===== src/design/bmc_defs.svh =====
// Purpose: Constants of the burst setting and readout block
// Assumes: Included by its bare name
// Notes: Setting code holds address bits 18 to 12
`ifndef BMC_DEFS_SVH
`define BMC_DEFS_SVH
`define BMC_CLK_NS 20
`define BMC_SLEEP_EXTRA_NS 60
`define BMC_CMD_UNLOCK1 16'h00AA
`define BMC_CMD_UNLOCK2 16'h0055
`define BMC_CMD_CFG 16'h00C0
`define BMC_CMD_READOUT 16'h0090
`define BMC_CMD_RESET 16'h00F0
`define BMC_ADR_UNLOCK1 12'h555
`define BMC_ADR_UNLOCK2 12'h2AA
`define BMC_CFG_LSB 12
`define BMC_CFG_MSB 18
`define BMC_CFG_RESET 7'h03
`define BMC_MODE_MAX 3'h4
`define BMC_WAIT_MAX 3'h3
`define BMC_WAIT_BASE 4'h4
`define BMC_LEN8 5'h08
`define BMC_LEN16 5'h10
`define BMC_OFS_MAKER 2'h0
`define BMC_OFS_DEVICE 2'h1
`define BMC_OFS_PROT 2'h2
`define BMC_PIN_IDLE 27'h3C00000
`endif


===== src/design/bmc_pkg.sv =====
// Purpose: Types of the burst setting and readout block
// Assumes: Used by scoped names only
// Notes: Setting struct follows address bits 18 down to 12
package bmc_pkg;
	typedef enum logic [2:0] {
		MODE_CONT = 3'h0,
		MODE_WRAP8 = 3'h1,
		MODE_WRAP16 = 3'h2,
		MODE_LIN8 = 3'h3,
		MODE_LIN16 = 3'h4
	} bmc_mode_t;

	typedef struct packed {
		logic rdy_early;
		bmc_mode_t mode;
		logic [2:0] wait_code;
	} bmc_cfg_t;

	typedef enum logic [2:0] {
		ST_IDLE = 3'b001,
		ST_WAIT = 3'b010,
		ST_BURST = 3'b100
	} bmc_state_t;

	typedef struct packed {
		logic fclk;
		logic address_valid_n;
		logic ce_n;
		logic oe_n;
		logic we_n;
		logic [5:0] a_hi;
		logic [15:0] adq;
	} bmc_pins_t;
endpackage : bmc_pkg


===== src/design/bmc_sync.sv =====
// Purpose: Two-flop synchroniser for host pins
// Assumes: Each bit changes independently
// Notes: Only the second stage is visible
`timescale 1ns/1ns
`default_nettype none
module bmc_sync #(
	parameter int W = 1,
	parameter logic [W-1:0] RST = '0
) (
	// Clock and reset
	input wire logic i_clk,
	input wire logic i_reset_n,
	// Data
	input wire logic [W-1:0] i_d,
	output logic [W-1:0] o_q
);
	logic [W-1:0] meta_r;

	always_ff @(posedge i_clk)
	begin
		if (!i_reset_n)
		begin
			meta_r <= RST;
			o_q <= RST;
		end
		else
		begin
			meta_r <= i_d;
			o_q <= meta_r;
		end
	end
endmodule : bmc_sync
`default_nettype wire


===== src/design/bmc_fifo.sv =====
// Purpose: Word FIFO between array reads and burst output
// Assumes: Depth is a power of two
// Notes: Flush empties it in one cycle
`timescale 1ns/1ns
`default_nettype none
module bmc_fifo #(
	parameter int W = 16,
	parameter int D = 16
) (
	// Clock and reset
	input wire logic i_clk,
	input wire logic i_reset_n,
	input wire logic i_flush,
	// Fill side
	input wire logic i_valid,
	output logic o_ready,
	input wire logic [W-1:0] i_data,
	// Drain side
	output logic o_valid,
	input wire logic i_ready,
	output logic [W-1:0] o_data
);
	localparam int AW = $clog2(D);
	logic [W-1:0] mem_r [D];
	logic [AW:0] wr_r;
	logic [AW:0] rd_r;
	wire logic wr_en = i_valid & o_ready;
	wire logic rd_en = o_valid & i_ready;

	assign o_ready = (wr_r - rd_r) != (AW + 1)'(D);
	assign o_valid = wr_r != rd_r;
	assign o_data = mem_r[rd_r[AW-1:0]];

	always_ff @(posedge i_clk)
	begin
		if (wr_en)
			mem_r[wr_r[AW-1:0]] <= i_data;
	end

	always_ff @(posedge i_clk)
	begin
		if (!i_reset_n || i_flush)
		begin
			wr_r <= '0;
			rd_r <= '0;
		end
		else
		begin
			if (wr_en)
				wr_r <= wr_r + 1'b1;
			if (rd_en)
				rd_r <= rd_r + 1'b1;
		end
	end
endmodule : bmc_fifo
`default_nettype wire


===== src/design/bmc_burst_cfg.sv =====
// Purpose: Burst setting, wait states, ready timing, ID readout
// Assumes: Host pins are asynchronous to i_clk
// Notes: Array words reach the bus through a FIFO
//
// Summary of operation
// RL1 - Power-up initial burst access uses seven cycles
// RL2 - Ready rises with first valid burst word
// RL3 - Third write C0h at 555h loads setting
// RL4 - Host loads setting before dependent bursts
// RL5 - Reset restores every setting field default
// RL6 - Setting bit selects early or aligned ready
// RL7 - Three bits choose continuous, wrap, no-wrap
// RL8 - Wait code picks 4th to 7th edge
// RL9 - Boundary crossing: ready rises with data
// RL10 - Wrap bursts stay inside aligned group
// RL11 - No-wrap bursts advance linearly for length
// RL12 - Clock edge with strobe low starts burst
// RL13 - Readout mode allows asynchronous reads only
// RL14 - Two unlocks then command enter readout
// RL15 - Host avoids readout command while busy
// RL16 - Readout serves any number of reads
// RL17 - Reset command F0h leaves readout mode
// RL18 - Offsets 0,1,2 give maker, device, protection
// RL19 - Standby forces outputs off regardless of enable
// RL20 - Deselect never aborts running program or erase
// RL21 - Stable address enters sleep, data kept
// RL22 - Reserved codes keep previous field value
`timescale 1ns/1ns
`default_nettype none
`include "bmc_defs.svh"
module bmc_burst_cfg #(
	parameter int ARRAY_NS = 100,
	parameter logic [15:0] MAKER_ID = 16'h00A5,
	parameter logic [15:0] DEVICE_ID = 16'h5A01,
	parameter int FIFO_DEPTH = 16
) (
	// Clock and reset
	input wire logic i_clk,
	input wire logic i_reset_n,
	// Host pins
	input wire logic i_fclk,
	input wire logic i_address_valid_n,
	input wire logic i_ce_n,
	input wire logic i_oe_n,
	input wire logic i_we_n,
	input wire logic [5:0] i_a_hi,
	input wire logic [15:0] i_adq,
	output logic [15:0] o_adq,
	output logic o_adq_oe,
	output logic o_rdy,
	// Array side
	output logic o_arr_req,
	output logic [21:0] o_arr_addr,
	input wire logic i_arr_valid,
	input wire logic [15:0] i_arr_data,
	input wire logic i_arr_busy,
	input wire logic i_blk_prot,
	// Status
	output logic [6:0] o_cfg,
	output logic o_readout,
	output logic o_sleep,
	output logic o_busy
);
	// ID values above are arbitrary
	localparam int SLEEP_NS = ARRAY_NS + `BMC_SLEEP_EXTRA_NS;
	localparam int SLEEP_CYC = (SLEEP_NS + `BMC_CLK_NS - 1) / `BMC_CLK_NS;

	bmc_pkg::bmc_pins_t pin_raw;
	bmc_pkg::bmc_pins_t p;
	bmc_pkg::bmc_cfg_t cfg_r;
	bmc_pkg::bmc_cfg_t cfg_nxt;
	bmc_pkg::bmc_cfg_t cfg_new;
	bmc_pkg::bmc_state_t state_r;
	bmc_pkg::bmc_state_t state_nxt;
	logic fclk_q;
	logic we_q;
	logic [1:0] seq_r;
	logic readout_r;
	logic [21:0] addr_r;
	logic [21:0] last_r;
	logic [21:0] req_addr_r;
	logic [21:0] step_addr;
	logic [3:0] edge_r;
	logic due_r;
	logic pend_r;
	logic drop_r;
	logic [4:0] left_r;
	logic [4:0] shown_r;
	logic [7:0] sleep_r;
	logic fifo_in_ready;
	logic fifo_out_valid;
	logic [15:0] fifo_out_data;

	assign pin_raw = {i_fclk, i_address_valid_n, i_ce_n, i_oe_n, i_we_n, i_a_hi, i_adq};

	bmc_sync #(.W(27), .RST(`BMC_PIN_IDLE)) u_sync (
		.i_clk(i_clk),
		.i_reset_n(i_reset_n),
		.i_d(pin_raw),
		.o_q(p)
	);

	// Decode of pins and state
	wire logic sel = ~p.ce_n;
	wire logic fclk_rise = p.fclk & ~fclk_q;
	wire logic we_rise = p.we_n & ~we_q & sel;
	wire logic [21:0] bus_addr = {p.a_hi, p.adq};
	wire logic idle = state_r == bmc_pkg::ST_IDLE;
	wire logic in_burst = state_r == bmc_pkg::ST_BURST;
	wire logic rd_cyc = sel & ~p.oe_n;
	// RL12 strobe-low edge start
	// RL13 no burst in readout
	wire logic start = fclk_rise & ~p.address_valid_n & sel & ~readout_r;
	// RL8 first data edge
	wire logic [3:0] first_edge = `BMC_WAIT_BASE + {1'b0, cfg_r.wait_code};
	wire logic [3:0] edge_nxt = edge_r + 4'h1;
	wire logic wait_edge = (state_r == bmc_pkg::ST_WAIT) & fclk_rise & p.address_valid_n;
	// RL7 mode decode
	wire logic fixed = cfg_r.mode != bmc_pkg::MODE_CONT;
	wire logic len16 = (cfg_r.mode == bmc_pkg::MODE_WRAP16) | (cfg_r.mode == bmc_pkg::MODE_LIN16);
	wire logic [4:0] burst_len = len16 ? `BMC_LEN16 : `BMC_LEN8;
	wire logic want = in_burst & (due_r | fclk_rise) & ((shown_r != 5'h00) | ~fixed);
	wire logic pop = want & fifo_out_valid;
	wire logic more = (left_r != 5'h00) | ~fixed;
	wire logic issue = ~idle & ~start & ~pend_r & fifo_in_ready & more;
	wire logic push = i_arr_valid & pend_r & ~drop_r & ~start;
	// RL14 unlock and command decode
	wire logic unlock1 = (p.adq == `BMC_CMD_UNLOCK1) & (addr_r[11:0] == `BMC_ADR_UNLOCK1);
	wire logic unlock2 = (p.adq == `BMC_CMD_UNLOCK2) & (addr_r[11:0] == `BMC_ADR_UNLOCK2);
	wire logic reset_cmd = we_rise & idle & (p.adq == `BMC_CMD_RESET);
	wire logic third = we_rise & idle & (seq_r == 2'h2);
	// RL3 setting load command
	wire logic cfg_cmd = third & (p.adq == `BMC_CMD_CFG) & (addr_r[11:0] == `BMC_ADR_UNLOCK1);
	// RL15 entry refused while busy
	wire logic ro_cmd = third & (p.adq == `BMC_CMD_READOUT) & ~i_arr_busy;
	// RL18 readout word select
	wire logic [15:0] id_word = (addr_r[1:0] == `BMC_OFS_MAKER) ? MAKER_ID :
		(addr_r[1:0] == `BMC_OFS_DEVICE) ? DEVICE_ID :
		(addr_r[1:0] == `BMC_OFS_PROT) ? {15'h0000, i_blk_prot} : 16'h0000;

	assign cfg_new = bmc_pkg::bmc_cfg_t'(addr_r[`BMC_CFG_MSB:`BMC_CFG_LSB]);
	assign o_cfg = cfg_r;
	assign o_readout = readout_r;

	// RL10 wrap inside group
	// RL11 linear step otherwise
	assign step_addr = (cfg_r.mode == bmc_pkg::MODE_WRAP8) ?
		{req_addr_r[21:3], req_addr_r[2:0] + 3'h1} :
		(cfg_r.mode == bmc_pkg::MODE_WRAP16) ?
		{req_addr_r[21:4], req_addr_r[3:0] + 4'h1} : req_addr_r + 22'h000001;

	// RL22 reserved codes ignored
	always_comb
	begin
		cfg_nxt = cfg_r;
		if (cfg_cmd)
		begin
			cfg_nxt.rdy_early = cfg_new.rdy_early;
			if (cfg_new.mode <= `BMC_MODE_MAX)
				cfg_nxt.mode = cfg_new.mode;
			if (cfg_new.wait_code <= `BMC_WAIT_MAX)
				cfg_nxt.wait_code = cfg_new.wait_code;
		end
	end

	always_comb
	begin
		state_nxt = state_r;
		case (state_r)
			bmc_pkg::ST_IDLE:
				if (start)
					state_nxt = bmc_pkg::ST_WAIT;
			bmc_pkg::ST_WAIT:
				if (start)
					state_nxt = bmc_pkg::ST_WAIT;
				else if (!sel)
					state_nxt = bmc_pkg::ST_IDLE;
				else if (wait_edge && edge_nxt == first_edge)
					state_nxt = bmc_pkg::ST_BURST;
			bmc_pkg::ST_BURST:
				if (start)
					state_nxt = bmc_pkg::ST_WAIT;
				else if (!sel || (fixed && shown_r == 5'h00 && fclk_rise))
					state_nxt = bmc_pkg::ST_IDLE;
			default:
				state_nxt = bmc_pkg::ST_IDLE;
		endcase
	end

	bmc_fifo #(.W(16), .D(FIFO_DEPTH)) u_fifo (
		.i_clk(i_clk),
		.i_reset_n(i_reset_n),
		.i_flush(start),
		.i_valid(push),
		.o_ready(fifo_in_ready),
		.i_data(i_arr_data),
		.o_valid(fifo_out_valid),
		.i_ready(want),
		.o_data(fifo_out_data)
	);

	// Pin history and latched address
	always_ff @(posedge i_clk)
	begin
		if (!i_reset_n)
		begin
			fclk_q <= 1'b0;
			we_q <= 1'b1;
			addr_r <= 22'h000000;
		end
		else
		begin
			fclk_q <= p.fclk;
			we_q <= p.we_n;
			if (!p.address_valid_n && sel)
				addr_r <= bus_addr;
		end
	end

	// RL5 defaults on reset
	// RL1 seven-cycle default
	// RL16 readout held until reset command
	always_ff @(posedge i_clk)
	begin
		if (!i_reset_n)
		begin
			seq_r <= 2'h0;
			readout_r <= 1'b0;
			cfg_r <= `BMC_CFG_RESET;
		end
		else
		begin
			cfg_r <= cfg_nxt;
			// RL17 reset command exit
			if (reset_cmd)
			begin
				seq_r <= 2'h0;
				readout_r <= 1'b0;
			end
			else if (we_rise && idle)
			begin
				case (seq_r)
					2'h0:
						seq_r <= {1'b0, unlock1};
					2'h1:
						seq_r <= unlock2 ? 2'h2 : 2'h0;
					default:
						seq_r <= 2'h0;
				endcase
				if (ro_cmd)
					readout_r <= 1'b1;
			end
		end
	end

	// Burst sequencing and ready
	always_ff @(posedge i_clk)
	begin
		if (!i_reset_n)
		begin
			state_r <= bmc_pkg::ST_IDLE;
			edge_r <= 4'h0;
			due_r <= 1'b0;
			shown_r <= 5'h00;
			o_rdy <= 1'b0;
		end
		else
		begin
			state_r <= state_nxt;
			if (start)
			begin
				edge_r <= 4'h0;
				due_r <= 1'b0;
				shown_r <= burst_len;
				o_rdy <= 1'b0;
			end
			else if (wait_edge)
			begin
				edge_r <= edge_nxt;
				due_r <= edge_nxt == first_edge;
				// RL6 early ready option
				if (cfg_r.rdy_early && edge_nxt == first_edge - 4'h1)
					o_rdy <= 1'b1;
			end
			// RL2 ready marks first word
			// RL9 ready rises with data
			else if (pop)
			begin
				due_r <= 1'b0;
				o_rdy <= 1'b1;
				if (fixed)
					shown_r <= shown_r - 5'h01;
			end
			else if (want)
			begin
				due_r <= 1'b1;
				o_rdy <= 1'b0;
			end
			if (state_nxt == bmc_pkg::ST_IDLE)
				o_rdy <= 1'b0;
		end
	end

	// Array read requests
	always_ff @(posedge i_clk)
	begin
		if (!i_reset_n)
		begin
			o_arr_req <= 1'b0;
			o_arr_addr <= 22'h000000;
			req_addr_r <= 22'h000000;
			left_r <= 5'h00;
			pend_r <= 1'b0;
			drop_r <= 1'b0;
		end
		else
		begin
			o_arr_req <= issue;
			if (i_arr_valid)
				drop_r <= 1'b0;
			if (start)
			begin
				req_addr_r <= bus_addr;
				left_r <= burst_len;
				drop_r <= pend_r & ~i_arr_valid;
			end
			else if (issue)
			begin
				o_arr_addr <= req_addr_r;
				req_addr_r <= step_addr;
				if (fixed)
					left_r <= left_r - 5'h01;
			end
			if (issue)
				pend_r <= 1'b1;
			else if (i_arr_valid)
				pend_r <= 1'b0;
		end
	end

	// Bus drive, sleep and busy
	always_ff @(posedge i_clk)
	begin
		if (!i_reset_n)
		begin
			o_adq <= 16'h0000;
			o_adq_oe <= 1'b0;
			last_r <= 22'h000000;
			sleep_r <= 8'h00;
			o_sleep <= 1'b0;
			o_busy <= 1'b0;
		end
		else
		begin
			// RL19 standby outputs off
			o_adq_oe <= rd_cyc & (readout_r | in_burst);
			if (pop)
				o_adq <= fifo_out_data;
			else if (readout_r && rd_cyc && idle)
				o_adq <= id_word;
			last_r <= bus_addr;
			// RL21 sleep on stable address
			if (bus_addr != last_r)
			begin
				sleep_r <= 8'h00;
				o_sleep <= 1'b0;
			end
			else if (sleep_r == SLEEP_CYC[7:0])
				o_sleep <= 1'b1;
			else
				sleep_r <= sleep_r + 8'h01;
			// RL20 busy ignores deselect
			o_busy <= i_arr_busy;
		end
	end
endmodule : bmc_burst_cfg
`default_nettype wire


===== config.mk =====
export PLATFORM = sky130hd
export DESIGN_NAME = bmc_burst_cfg
export DESIGN_NICKNAME = d
export VERILOG_FILES = /design/src/design/bmc_pkg.sv /design/src/design/bmc_sync.sv /design/src/design/bmc_fifo.sv /design/src/design/bmc_burst_cfg.sv
export VERILOG_INCLUDE_DIRS = /design/src /design/src/design
export SDC_FILE = /design/constraint.sdc
export NUM_CORES = 1
export LEC_CHECK = 0
export BUFFER_PORTS_ARGS = -buffer_cell sky130_fd_sc_hd__buf_2
export CAP_MARGIN = 30
export CORE_UTILIZATION = 50
export CTS_CLUSTER_SIZE = 10
export DETAILED_ROUTE_END_ITERATION = 8
export GPL_ROUTABILITY_DRIVEN = 0
export PLACE_DENSITY = 0.67
export SLEW_MARGIN = 10
export SYNTH_ARGS = -nofsm -noshare
export SYNTH_HDL_FRONTEND = slang
export SYNTH_SLANG_ARGS = --single-unit

===== constraint.sdc =====
create_clock -name i_clk -period 3.72 [get_ports i_clk]
set_input_delay 0.744 -clock i_clk [delete_from_list [all_inputs] [get_ports i_clk]]
set_output_delay 0.744 -clock i_clk [all_outputs]
set_load 0.005 [all_outputs]

==> run summary, run 1 <==
Tot GR Track Use: 22.4%
ys async rst share: 0%
Final TNS setup: 0 ns
PortBufs: 98
sw frac: 20.4%
Core Area: 36800 sq um
Final Worst Setup Slack: 0.395 ns
Combinational Power Share: 1.8%
total CTS buffers: 53
Final HPWL DP: 27600 um
Crit-path slowest cell: nor2_1
largest area contributor in the netlist: edfxtp_1
drt wl/cell: 21.0 um
count of different cell masters after synthesis: 74
Syn Area/Cell: 13.3 sq um
DRC violations left: 0
CTS clk-pin slew, worst paths: 0.06 ns
register area: 12000 sq um
RSZ-0062 raised after global routing: no
initial core utilization: 51.0%
row count: 70
Post-DP Area: 19800 sq um
Die X-Extent: 196 um
Ys Warns: 0
Critical Path Max Stage Delay: 0.72 ns
CTS root buf: clkbuf_16
Final Cell Area: 21300 sq um
Post-CTS Hold Fix Bufs: 0
largest net degree at the start of global routing: 103
maximum vdd drop: 0.387 mV
cell family with most CP delay: simple AND/OR/NAND/NOR gates
Clock Skew: 0.0123 ns
Yosys top cell area share: 41.0%
antenna violations before repair: 0
share of cells above drive strength 1: 18.6%
Synth top cells by count: edfxtp_1 (256), dfxtp_1 (214), nand2_1 (132)
Vert. Die Dim: 196 um
required time of the critical path: 4.00 ns
final worst-path cycle share: 89.4%
clock tree from TritonCTS: yes
CP arrival: 3.60 ns
CP Buf/Inv Count: 1
Reg2Reg Setup Slack: 0.40 ns
Post-Place Cells: 1923
ant diodes: 0
Final Non-Filler Cells: 2016
area of the multi-input gates: 6410 sq um
min Tclk post-route: 3.32 ns
synthesized area: 18800 sq um
Max Cap Viol: 0
Seq/Total Area, Yosys: 63.8%
total global routing overflow: 0
clk_lat worst skew: 0.58 ns
drt first pass iters: 5
Synth area leaders: edfxtp_1 (41%), dfxtp_1 (23%), mux4_2 (8.5%)
sequential group share of total power: 53.4%
Layout Nets: 1579
DR iter-0 viols: 841
Die ar.: 38300 sq um
Clock Tree Buf Depth: 3
status: complete, no violations
critical path class: register to register
WL final: 42300 um
Worst setup SP type: register
Hold Vio Cnt, Final: 0
count of final max-slew check failures: 0
Synth Net Count: 1476
Clock Sinks: 470
Critical Path Most Common Cell: and3_1
P_int: 8.27 mW
CP Cell Sequence: ha_1 > nand2_1 > o21bai_1 > nand3_1 > and3_1 > nor2_1 > and3_1 > buf_8
# setup viols final: 0
P_leak: 7.20 nW
Clk pwr share: 44.8%
crit-path max FO: 16
FMAX: 0.301 GHz
Area Growth Syn to Fin: 13.7%
Mapped Cells: 1410
routed vias: 11700
pre-CTS WS: 0.269 ns
fill count: 2869
Worst-Margin Slew: 0.937 ns
ys flop type: edfxtp_1
Core Util, Final: 58.0%
number of global-route vias before repair: 11500
register bit total from synthesis: 470
H-tree depth: 2
Hold Path Class: primary input to register
Post-synth EDFFs: 256
Sw Pwr: 2.12 mW
PD cells: 487 nW/um^2
Max transition margin: 37.3%
Routed Antenna Nets: 0
crit end category: register
most numerous cell in the Yosys netlist: edfxtp_1
I/O pin total: 99
Vias/cell: 5.82
first-pass GRT wire length: 65900 um
[logic make-up after synthesis]
| family | count (synthesis) | synth area share, % |
|---|---|---|
| adder cells (fa/ha/maj) | 19 | 1.25 |
| XOR/XNOR | 52 | 2.43 |
| AND/OR/NAND/NOR | 478 | 13.1 |
| multiplexers | 108 | 10.5 |
| AO/OA/AOI/OAI | 184 | 6.63 |
| buffers and inverters | 99 | 2.31 |
| flip-flops | 470 | 63.8 |
[registers in the layout, indices dropped and copies added, names as in the netlist, 5 cells and up, named ones only]
register / cells
u_sync.meta_r: 27
o_arr_addr: 22
o_adq: 16
left_r: 5
u_fifo.rd_r: 5
req_addr_r: 22
shown_r: 5
sleep_r: 8
u_fifo.mem_r: 256
addr_r: 19
u_sync.o_q: 27
o_cfg: 7
u_fifo.wr_r: 5
last_r: 22
[cell usage in the layout (no fill, tap or decap), drive strengths merged, types with 9 or more instances in the layout]
cell	count
nand2	133
xor2	21
buf	123
a31oi	28
a21oi	50
nor2b	14
clkbuf	87
inv	25
edfxtp	256
dfxtp	214
mux2i	37
or4	12
xnor2	31
nand4	20
nor2	80
nand3	44
nor3	29
o21ai	28
a211oi	20
and2	73
and3	20
mux4	71
or3	10
nand2b	11
nor4	9
ha	18
o31ai	10
[power by group through the flow]
stage / Clock (mW) / Sequential [mW] / Combinational (mW)
after floorplan: 0 / 5.64 / 0.0942
after global placement: 0 / 5.66 / 0.186
after detailed placement: 0 / 5.66 / 0.190
after CTS: 4.72 / 5.55 / 0.190
after global routing: 4.93 / 5.55 / 0.207
final: 4.65 / 5.55 / 0.187
[path summary, 6_finish.rpt]
kind                                   startpoint                 end  depth (start not counted)
worst min-delay path                       i_oe_n   u_sync.meta_r[23]                          2
worst max-delay path               u_fifo.wr_r[2]  u_fifo.mem_r[7][5]                          8
worst max register to register     u_fifo.wr_r[2]  u_fifo.mem_r[7][5]                          8
worst min register to register  u_sync.meta_r[22]      u_sync.o_q[22]                          1
[per-stage QoR]
stage / total power [mW] / hold slack (ns)
after floorplan: 5.73 / 0.386
after global placement: 5.84 / 0.406
after detailed placement: 5.85 / 0.412
after CTS: 10.5 / 0.354
after global routing: 10.7 / 0.356
final: 10.4 / 0.368
[repair_timing]
action	CTS	global route
endpoints found under the setup margin	0	192
gates resized for setup	0	12
setup buffers	0	0
[per-layer routing]
| layer | part of all wire (%) | vias up | track usage, % |
|---|---|---|---|
| met1 | 42 | 5838 | 29.7 |
| met4 | 2.0 | 0 | 6.05 |
| met5 | 0 | - | 0 |
| li1 | - | 5467 | - |
| met3 | 6.3 | 60 | 4.07 |
| met2 | 50 | 376 | 37.9 |
[final cells by class]
cell class	instances	area share [%]
Clock buffer	87	6.96
Clock inverter	3	0.205
Inverter	24	0.422
Multi-Input combinational cell	841	30.0
Sequential cell	470	56.1
Tap cell	468	2.74
Timing Repair Buffer	123	3.54
(Power assumes the default switching activity.)
==> run 2, diff against run 1 <==
Clock period 3.72 ns to 3.17 ns, I/O delays scaled along.
==> run 2 against run 1 <==
Sequential share of layout area shrank 0.36 points; clock skew grew 0.011 ns; critical path type unchanged; highest routed layer unchanged; first-iteration DRC count grew 5.5%; routed wire length grew 4.8%; largest power group unchanged.
==> run summary, run 2 (synthesis gave the netlist of run 1 again) <==
Hold Path Stages: 2 (unchanged)
first-pass GRT wire length: 67900 um (+3.1%)
status: complete, no violations
share of cells above drive strength 1: 20.4% (+1.8 points)
DRC violations left: 0 (unchanged)
Final TNS setup: 0 ns (unchanged)
Hold Startpoint: i_ce_n
# setup viols final: 0 (unchanged)
FMAX: 0.360 GHz (+20%)
Core Area: 36800 sq um (unchanged)
Top Layer Used: met4
drt wl/cell: 21.8 um (+4.1%)
count of final max-slew check failures: 0 (unchanged)
Die ar.: 38300 sq um (unchanged)
r2r endpoint: pend_r
clock tree from TritonCTS: yes
WL met1: 18300 um (+2.5%)
total CTS buffers: 53 (unchanged)
Worst setup SP type: register
most common cell after layout, fill and taps aside: edfxtp_1
Final Worst Setup Slack: 0.392 ns (-0.00286 ns)
Hold Path Class: primary input to register
post-cts sizing count: 15 (+15)
Worst Reg-to-Reg Cells: 10 (+2)
PD cells: 562 nW/um^2 (+16%)
Clock Sinks: 470 (unchanged)
Vert. Die Dim: 196 um (unchanged)
Worst-Margin Slew: 0.701 ns (-0.237 ns)
Post-CTS Hold Fix Bufs: 0 (unchanged)
Routed met3 length: 2810 um (+5.9%)
Crit-path slowest cell: or4_1
DR iter-0 viols: 887 (+5.5%)
Final HPWL DP: 29800 um (+8.2%)
Clock Skew: 0.0230 ns (+0.0107 ns)
Hold WS: 0.248 ns (-0.120 ns)
Max transition margin: 52.8% (+16 points)
max reg flops: 256 (unchanged)
PortBufs: 98 (unchanged)
Area Growth Syn to Fin: 14.4%
Die X-Extent: 196 um (unchanged)
P_leak: 7.31 nW (+1.6%)
total global routing overflow: 0 (unchanged)
Hold EP: u_sync.meta_r[24]
I/O pin total: 99 (unchanged)
critical path class: register to register
Critical Path Max Stage Delay: 0.49 ns (-0.23 ns)
Worst R2R Start: u_fifo.rd_r[1]
routed vias: 11900 (+1.6%)
maximum vdd drop: 0.572 mV (+48%)
Vias/cell: 5.87 (+0.85%)
pre-CTS WS: -0.218 ns (-0.487 ns)
antenna violations before repair: 0 (unchanged)
final worst-path cycle share: 87.6% (-1.8 points)
Hold Vio Cnt, Final: 0 (unchanged)
CP arrival: 3.24 ns (-0.36 ns)
crit-path max FO: 41 (+25)
H-tree depth: 2 (unchanged)
CTS root buf: clkbuf_16
row count: 70 (unchanged)
post-CTS setup buffers: 0 (unchanged)
Clock Tree Buf Depth: 3 (unchanged)
number of global-route vias before repair: 11600 (+1.6%)
CP Cell Sequence: inv_1 > ha_1 > nor2b_1 > or4_1 > a211oi_2 > and3_1 > buf_4 > nor3_4 > buf_12 > o21a_1
RSZ-0062 raised after global routing: no
min Tclk post-route: 2.78 ns (-0.547 ns)
CTS clk-pin slew, worst paths: 0.06 ns (about the same)
crit end category: register
ant diodes: 0 (unchanged)
clk_lat worst skew: 0.57 ns (about the same)
commonest cells after routing, fill and taps aside: edfxtp_1 (256), dfxtp_1 (211), nand2_1 (132)
required time of the critical path: 3.63 ns (-0.37 ns)
Max Cap Viol: 0 (unchanged)
largest net degree at the start of global routing: 113 (+9.7%)
Tot GR Track Use: 23.3% (+0.93 points)
Layout Nets: 1608 (+1.8%)
met2 routed wirelength: 21300 um (+1.7%)
initial core utilization: 51.0% (unchanged)
WL final: 44300 um (+4.8%)
Reg2Reg Setup Slack: 0.39 ns (about the same)
Routed Antenna Nets: 0 (unchanged)
drt first pass iters: 5 (unchanged)
==> run 2: changes by cell type in the layout (fill, tap and decap cells not counted) <==
cell,before,now
and3_1,8,5
and3_2,12,15
buf_12,2,4
buf_16,1,0
buf_4,19,51
buf_8,4,0
clkbuf_1,32,18
clkinv_2,1,0
==> run 2: layout make-up <==
type | count | area (sq um)
timing repair buffer | 152 | 948
fill | 2863 | 15300
inverter | 24 | 90.1
tap | 468 | 586
clock buffer | 73 | 1430
sequential | 470 | 12000
clock inverter | 2 | 38.8
multi-input combinational | 841 | 6410
==> run 2: worst max-delay path by stage <==
stage	startpoint	endpoint	slack [ns]	cells after the start
3_5_place_dp	u_fifo.rd_r[1]	u_fifo.mem_r[3][9]	-0.22	8
5_1_grt	u_fifo.rd_r[1]	req_addr_r[16]	0.14	9
2_1_floorplan	u_fifo.rd_r[1]	u_fifo.mem_r[12][0]	0.39	10
6_report	u_fifo.rd_r[1]	pend_r	0.39	10
4_1_cts	u_fifo.rd_r[1]	u_fifo.mem_r[5][6]	0.008	8
3_3_place_gp	u_fifo.rd_r[3]	u_fifo.mem_r[14][4]	-0.12	8
==> run 2: metrics by stage <==
stage,utilization [%],power (mW),cells,cell area [sq um]
after floorplan,-,6.73,1410,18800
after global placement,54.3,6.87,1954,20000
after detailed placement,54.3,6.88,1954,20000
after CTS,58.4,12.2,2029,21500
after global routing,58.4,12.4,2030,21500
final,58.4,12.1,2030,21500
==> run 2: worst max-delay path: cells and delay by family, from the launching register on <==
| family | cells | cell delay (ns) |
|---|---|---|
| buffers and inverters | 3 | 0.63 |
| DFF | 1 | 0.33 |
| adders and majority gates | 1 | 0.29 |
| and+or+nand+nor | 4 | 0.96 |
| AOI/OAI and AO/OA | 2 | 0.45 |
==> run 2: per-layer routing <==
metal,vias up,GRT usage [%]
li1,5514,-
met1,5886,30.3
met2,434,38.4
met3,89,4.44
met4,0,10.1
met5,-,0
==> run 2: power by group <==
part	leakage (nW)	switching (mW)	internal, mW
sequential	4.04	0.0455	6.46
clock	0.710	2.24	3.10
combinational	2.56	0.159	0.0810
==> run 3, diff against run 2 <==
Settings changed: CORE_ASPECT_RATIO set to 1.2, CORE_UTILIZATION 50 to 47, CTS_BUF_LIST set to sky130_fd_sc_hd__clkbuf_4, PLACE_DENSITY 0.67 to unset.
==> run 3 against run 2 <==
Routed wire length is 2.6% higher; fmax is 8.3% lower; combinational power is 9.6% higher; sequential share of layout area is 0.73 points lower; sequential power hardly changed; first-iteration DRC count is 4.1% lower.
==> run summary, run 3 (synthesis gave the netlist of run 1 again) <==
status: complete, no violations
initial core utilization: 48.1% (-3.0 points)
Vert. Die Dim: 221 um (+13%)
Clock Skew: 0.0633 ns (+0.0403 ns)
CP arrival: 3.70 ns (+0.46 ns)
CTS root buf: clkbuf_4
share of cells above drive strength 1: 25.3% (+4.9 points)
crit-path max FO: 41 (unchanged)
post-CTS setup buffers: 0 (unchanged)
critical path class: register to register
Routed Antenna Nets: 0 (unchanged)
Worst-Margin Slew: 0.737 ns (+0.0364 ns)
Max Cap Viol: 0 (unchanged)
Layout Nets: 1684 (+4.7%)
PD cells: 542 nW/um^2 (-3.7%)
min Tclk post-route: 3.03 ns (+0.250 ns)
first-pass GRT wire length: 70300 um (+3.4%)
H-tree depth: 3 (+1)
Tot GR Track Use: 23.0% (-0.33 points)
Core Area: 39000 sq um (+6.1%)
met2 Track Usage GR: 39.2% (+0.85 points)
P_leak: 7.55 nW (+3.2%)
number of global-route vias before repair: 12700 (+9.5%)
max reg flops: 256 (unchanged)
Area Growth Syn to Fin: 16.0%
drt wl/cell: 20.3 um (-7.0%)
clk_lat worst skew: 0.85 ns (+0.28 ns)
drt first pass iters: 7 (+2)
Max transition margin: 50.3% (-2.5 points)
crit end category: register
Worst setup SP type: register
row count: 79 (+13%)
met3 Usage GRT: 5.40% (+0.96 points)
Die X-Extent: 184 um (-5.8%)
I/O pin total: 99 (unchanged)
largest net degree at the start of global routing: 60 (-47%)
required time of the critical path: 3.84 ns (+0.21 ns)
RSZ-0062 raised after global routing: no
Vias/cell: 5.53 (-5.8%)
Hold WS: 0.109 ns (-0.139 ns)
Reg2Reg Setup Slack: 0.14 ns (-0.25 ns)
commonest cells after routing, fill and taps aside: edfxtp_1 (256), dfxtp_1 (211), clkbuf_4 (179)
Final HPWL DP: 29800 um (-0.16%)
maximum vdd drop: 0.409 mV (-28%)
routed vias: 12400 (+3.9%)
grt met1 use: 27.2% (-3.1 points)
fill count: 3317 (+16%)
# setup viols final: 0 (unchanged)
PortBufs: 98 (unchanged)
Hold Vio Cnt, Final: 0 (unchanged)
Clock Sinks: 470 (unchanged)
total global routing overflow: 0 (unchanged)
GRT busiest layer: met2
clock tree from TritonCTS: yes
total CTS buffers: 115 (+120%)
final worst-path cycle share: 95.5% (+7.9 points)
WL final: 45500 um (+2.6%)
Die ar.: 40700 sq um (+6.3%)
antenna violations before repair: 2 (+2)
DRC violations left: 0 (unchanged)
Hold Path Class: primary input to register
Final TNS setup: 0 ns (unchanged)
most common cell after layout, fill and taps aside: edfxtp_1
register area: 12000 sq um (unchanged)
area of the multi-input gates: 6410 sq um (about the same)
Clock Tree Buf Depth: 3 (unchanged)
CTS clk-pin slew, worst paths: 0.07 ns (about the same)
DR iter-0 viols: 851 (-4.1%)
count of final max-slew check failures: 0 (unchanged)
FMAX: 0.330 GHz (-8.3%)
## run 3: cell types whose count changed in the layout (fill, tap and decap cells not counted), moves of 3 or more
cell,delta
clkinv_1,+23
clkbuf_4,+179
buf_4,-14
clkbuf_16,-54
diode_2,+3
clkbuf_1,-18
dlygate4sd3_1,+28
## run 3: critical path, cell delays in order (launching register included)
cell	delay [ns]
dfxtp_1	0.45
ha_1	0.29
nor2b_1	0.17
or4_1	0.50
a211oi_2	0.31
and3_1	0.22
buf_4	0.39
nor3_4	0.09
buf_4	0.26
mux2i_1	0.15
## run 3: what timing repair did
action / 4_1_cts / 5_1_grt
hold buffers: 28 / 0
endpoints found under the setup margin: 0 / 156
gates resized for setup: 0 / 13
endpoints found under the hold margin: 28 / 0
## run 3: final timing paths
check                                        from             end  cells past startpoint
worst min-delay path                   i_arr_busy          o_busy                      2
worst max-delay path               u_fifo.wr_r[1]  o_arr_addr[13]                      9
worst max register to register     u_fifo.wr_r[1]  o_arr_addr[13]                      9
worst min register to register  u_sync.meta_r[25]  u_sync.o_q[25]                      1
## run 3: metrics by stage
stage / utilization [%] / power [mW] / cells / area [sq um] / setup slack, ns
final: 55.8 / 11.8 / 2240 / 21800 / 0.142
after detailed placement: 51.1 / 6.88 / 1999 / 20000 / 0.106
after global placement: 51.1 / 6.87 / 1999 / 20000 / 0.196
after global routing: 55.8 / 12.3 / 2240 / 21800 / 0.0267
after CTS: 55.7 / 12.0 / 2237 / 21700 / 0.0363
after floorplan: - / 6.73 / 1410 / 18800 / 0.393
## run 3: where the power goes
group          switching, mW  internal (mW)  total (mW)
registers             0.0466           6.46        6.50
clock network           2.39           2.64        5.03
logic                  0.161          0.102       0.263
## run 3: routing by layer
layer  vias up  share of wire, %
met2       419                51
li1       5768                 -
met4         0               3.3
met3       101               6.2
met1      6105                39
met5         -                 0
## run 3: final cells by class
type	count	share of cell area, %
Clock buffer	179	6.17
Sequential cell	470	55.0
Clock inverter	31	0.730
Antenna cell	3	0.0345
Multi-Input combinational cell	841	29.4
Tap cell	526	3.02
Timing Repair Buffer	166	5.16
Inverter	24	0.414
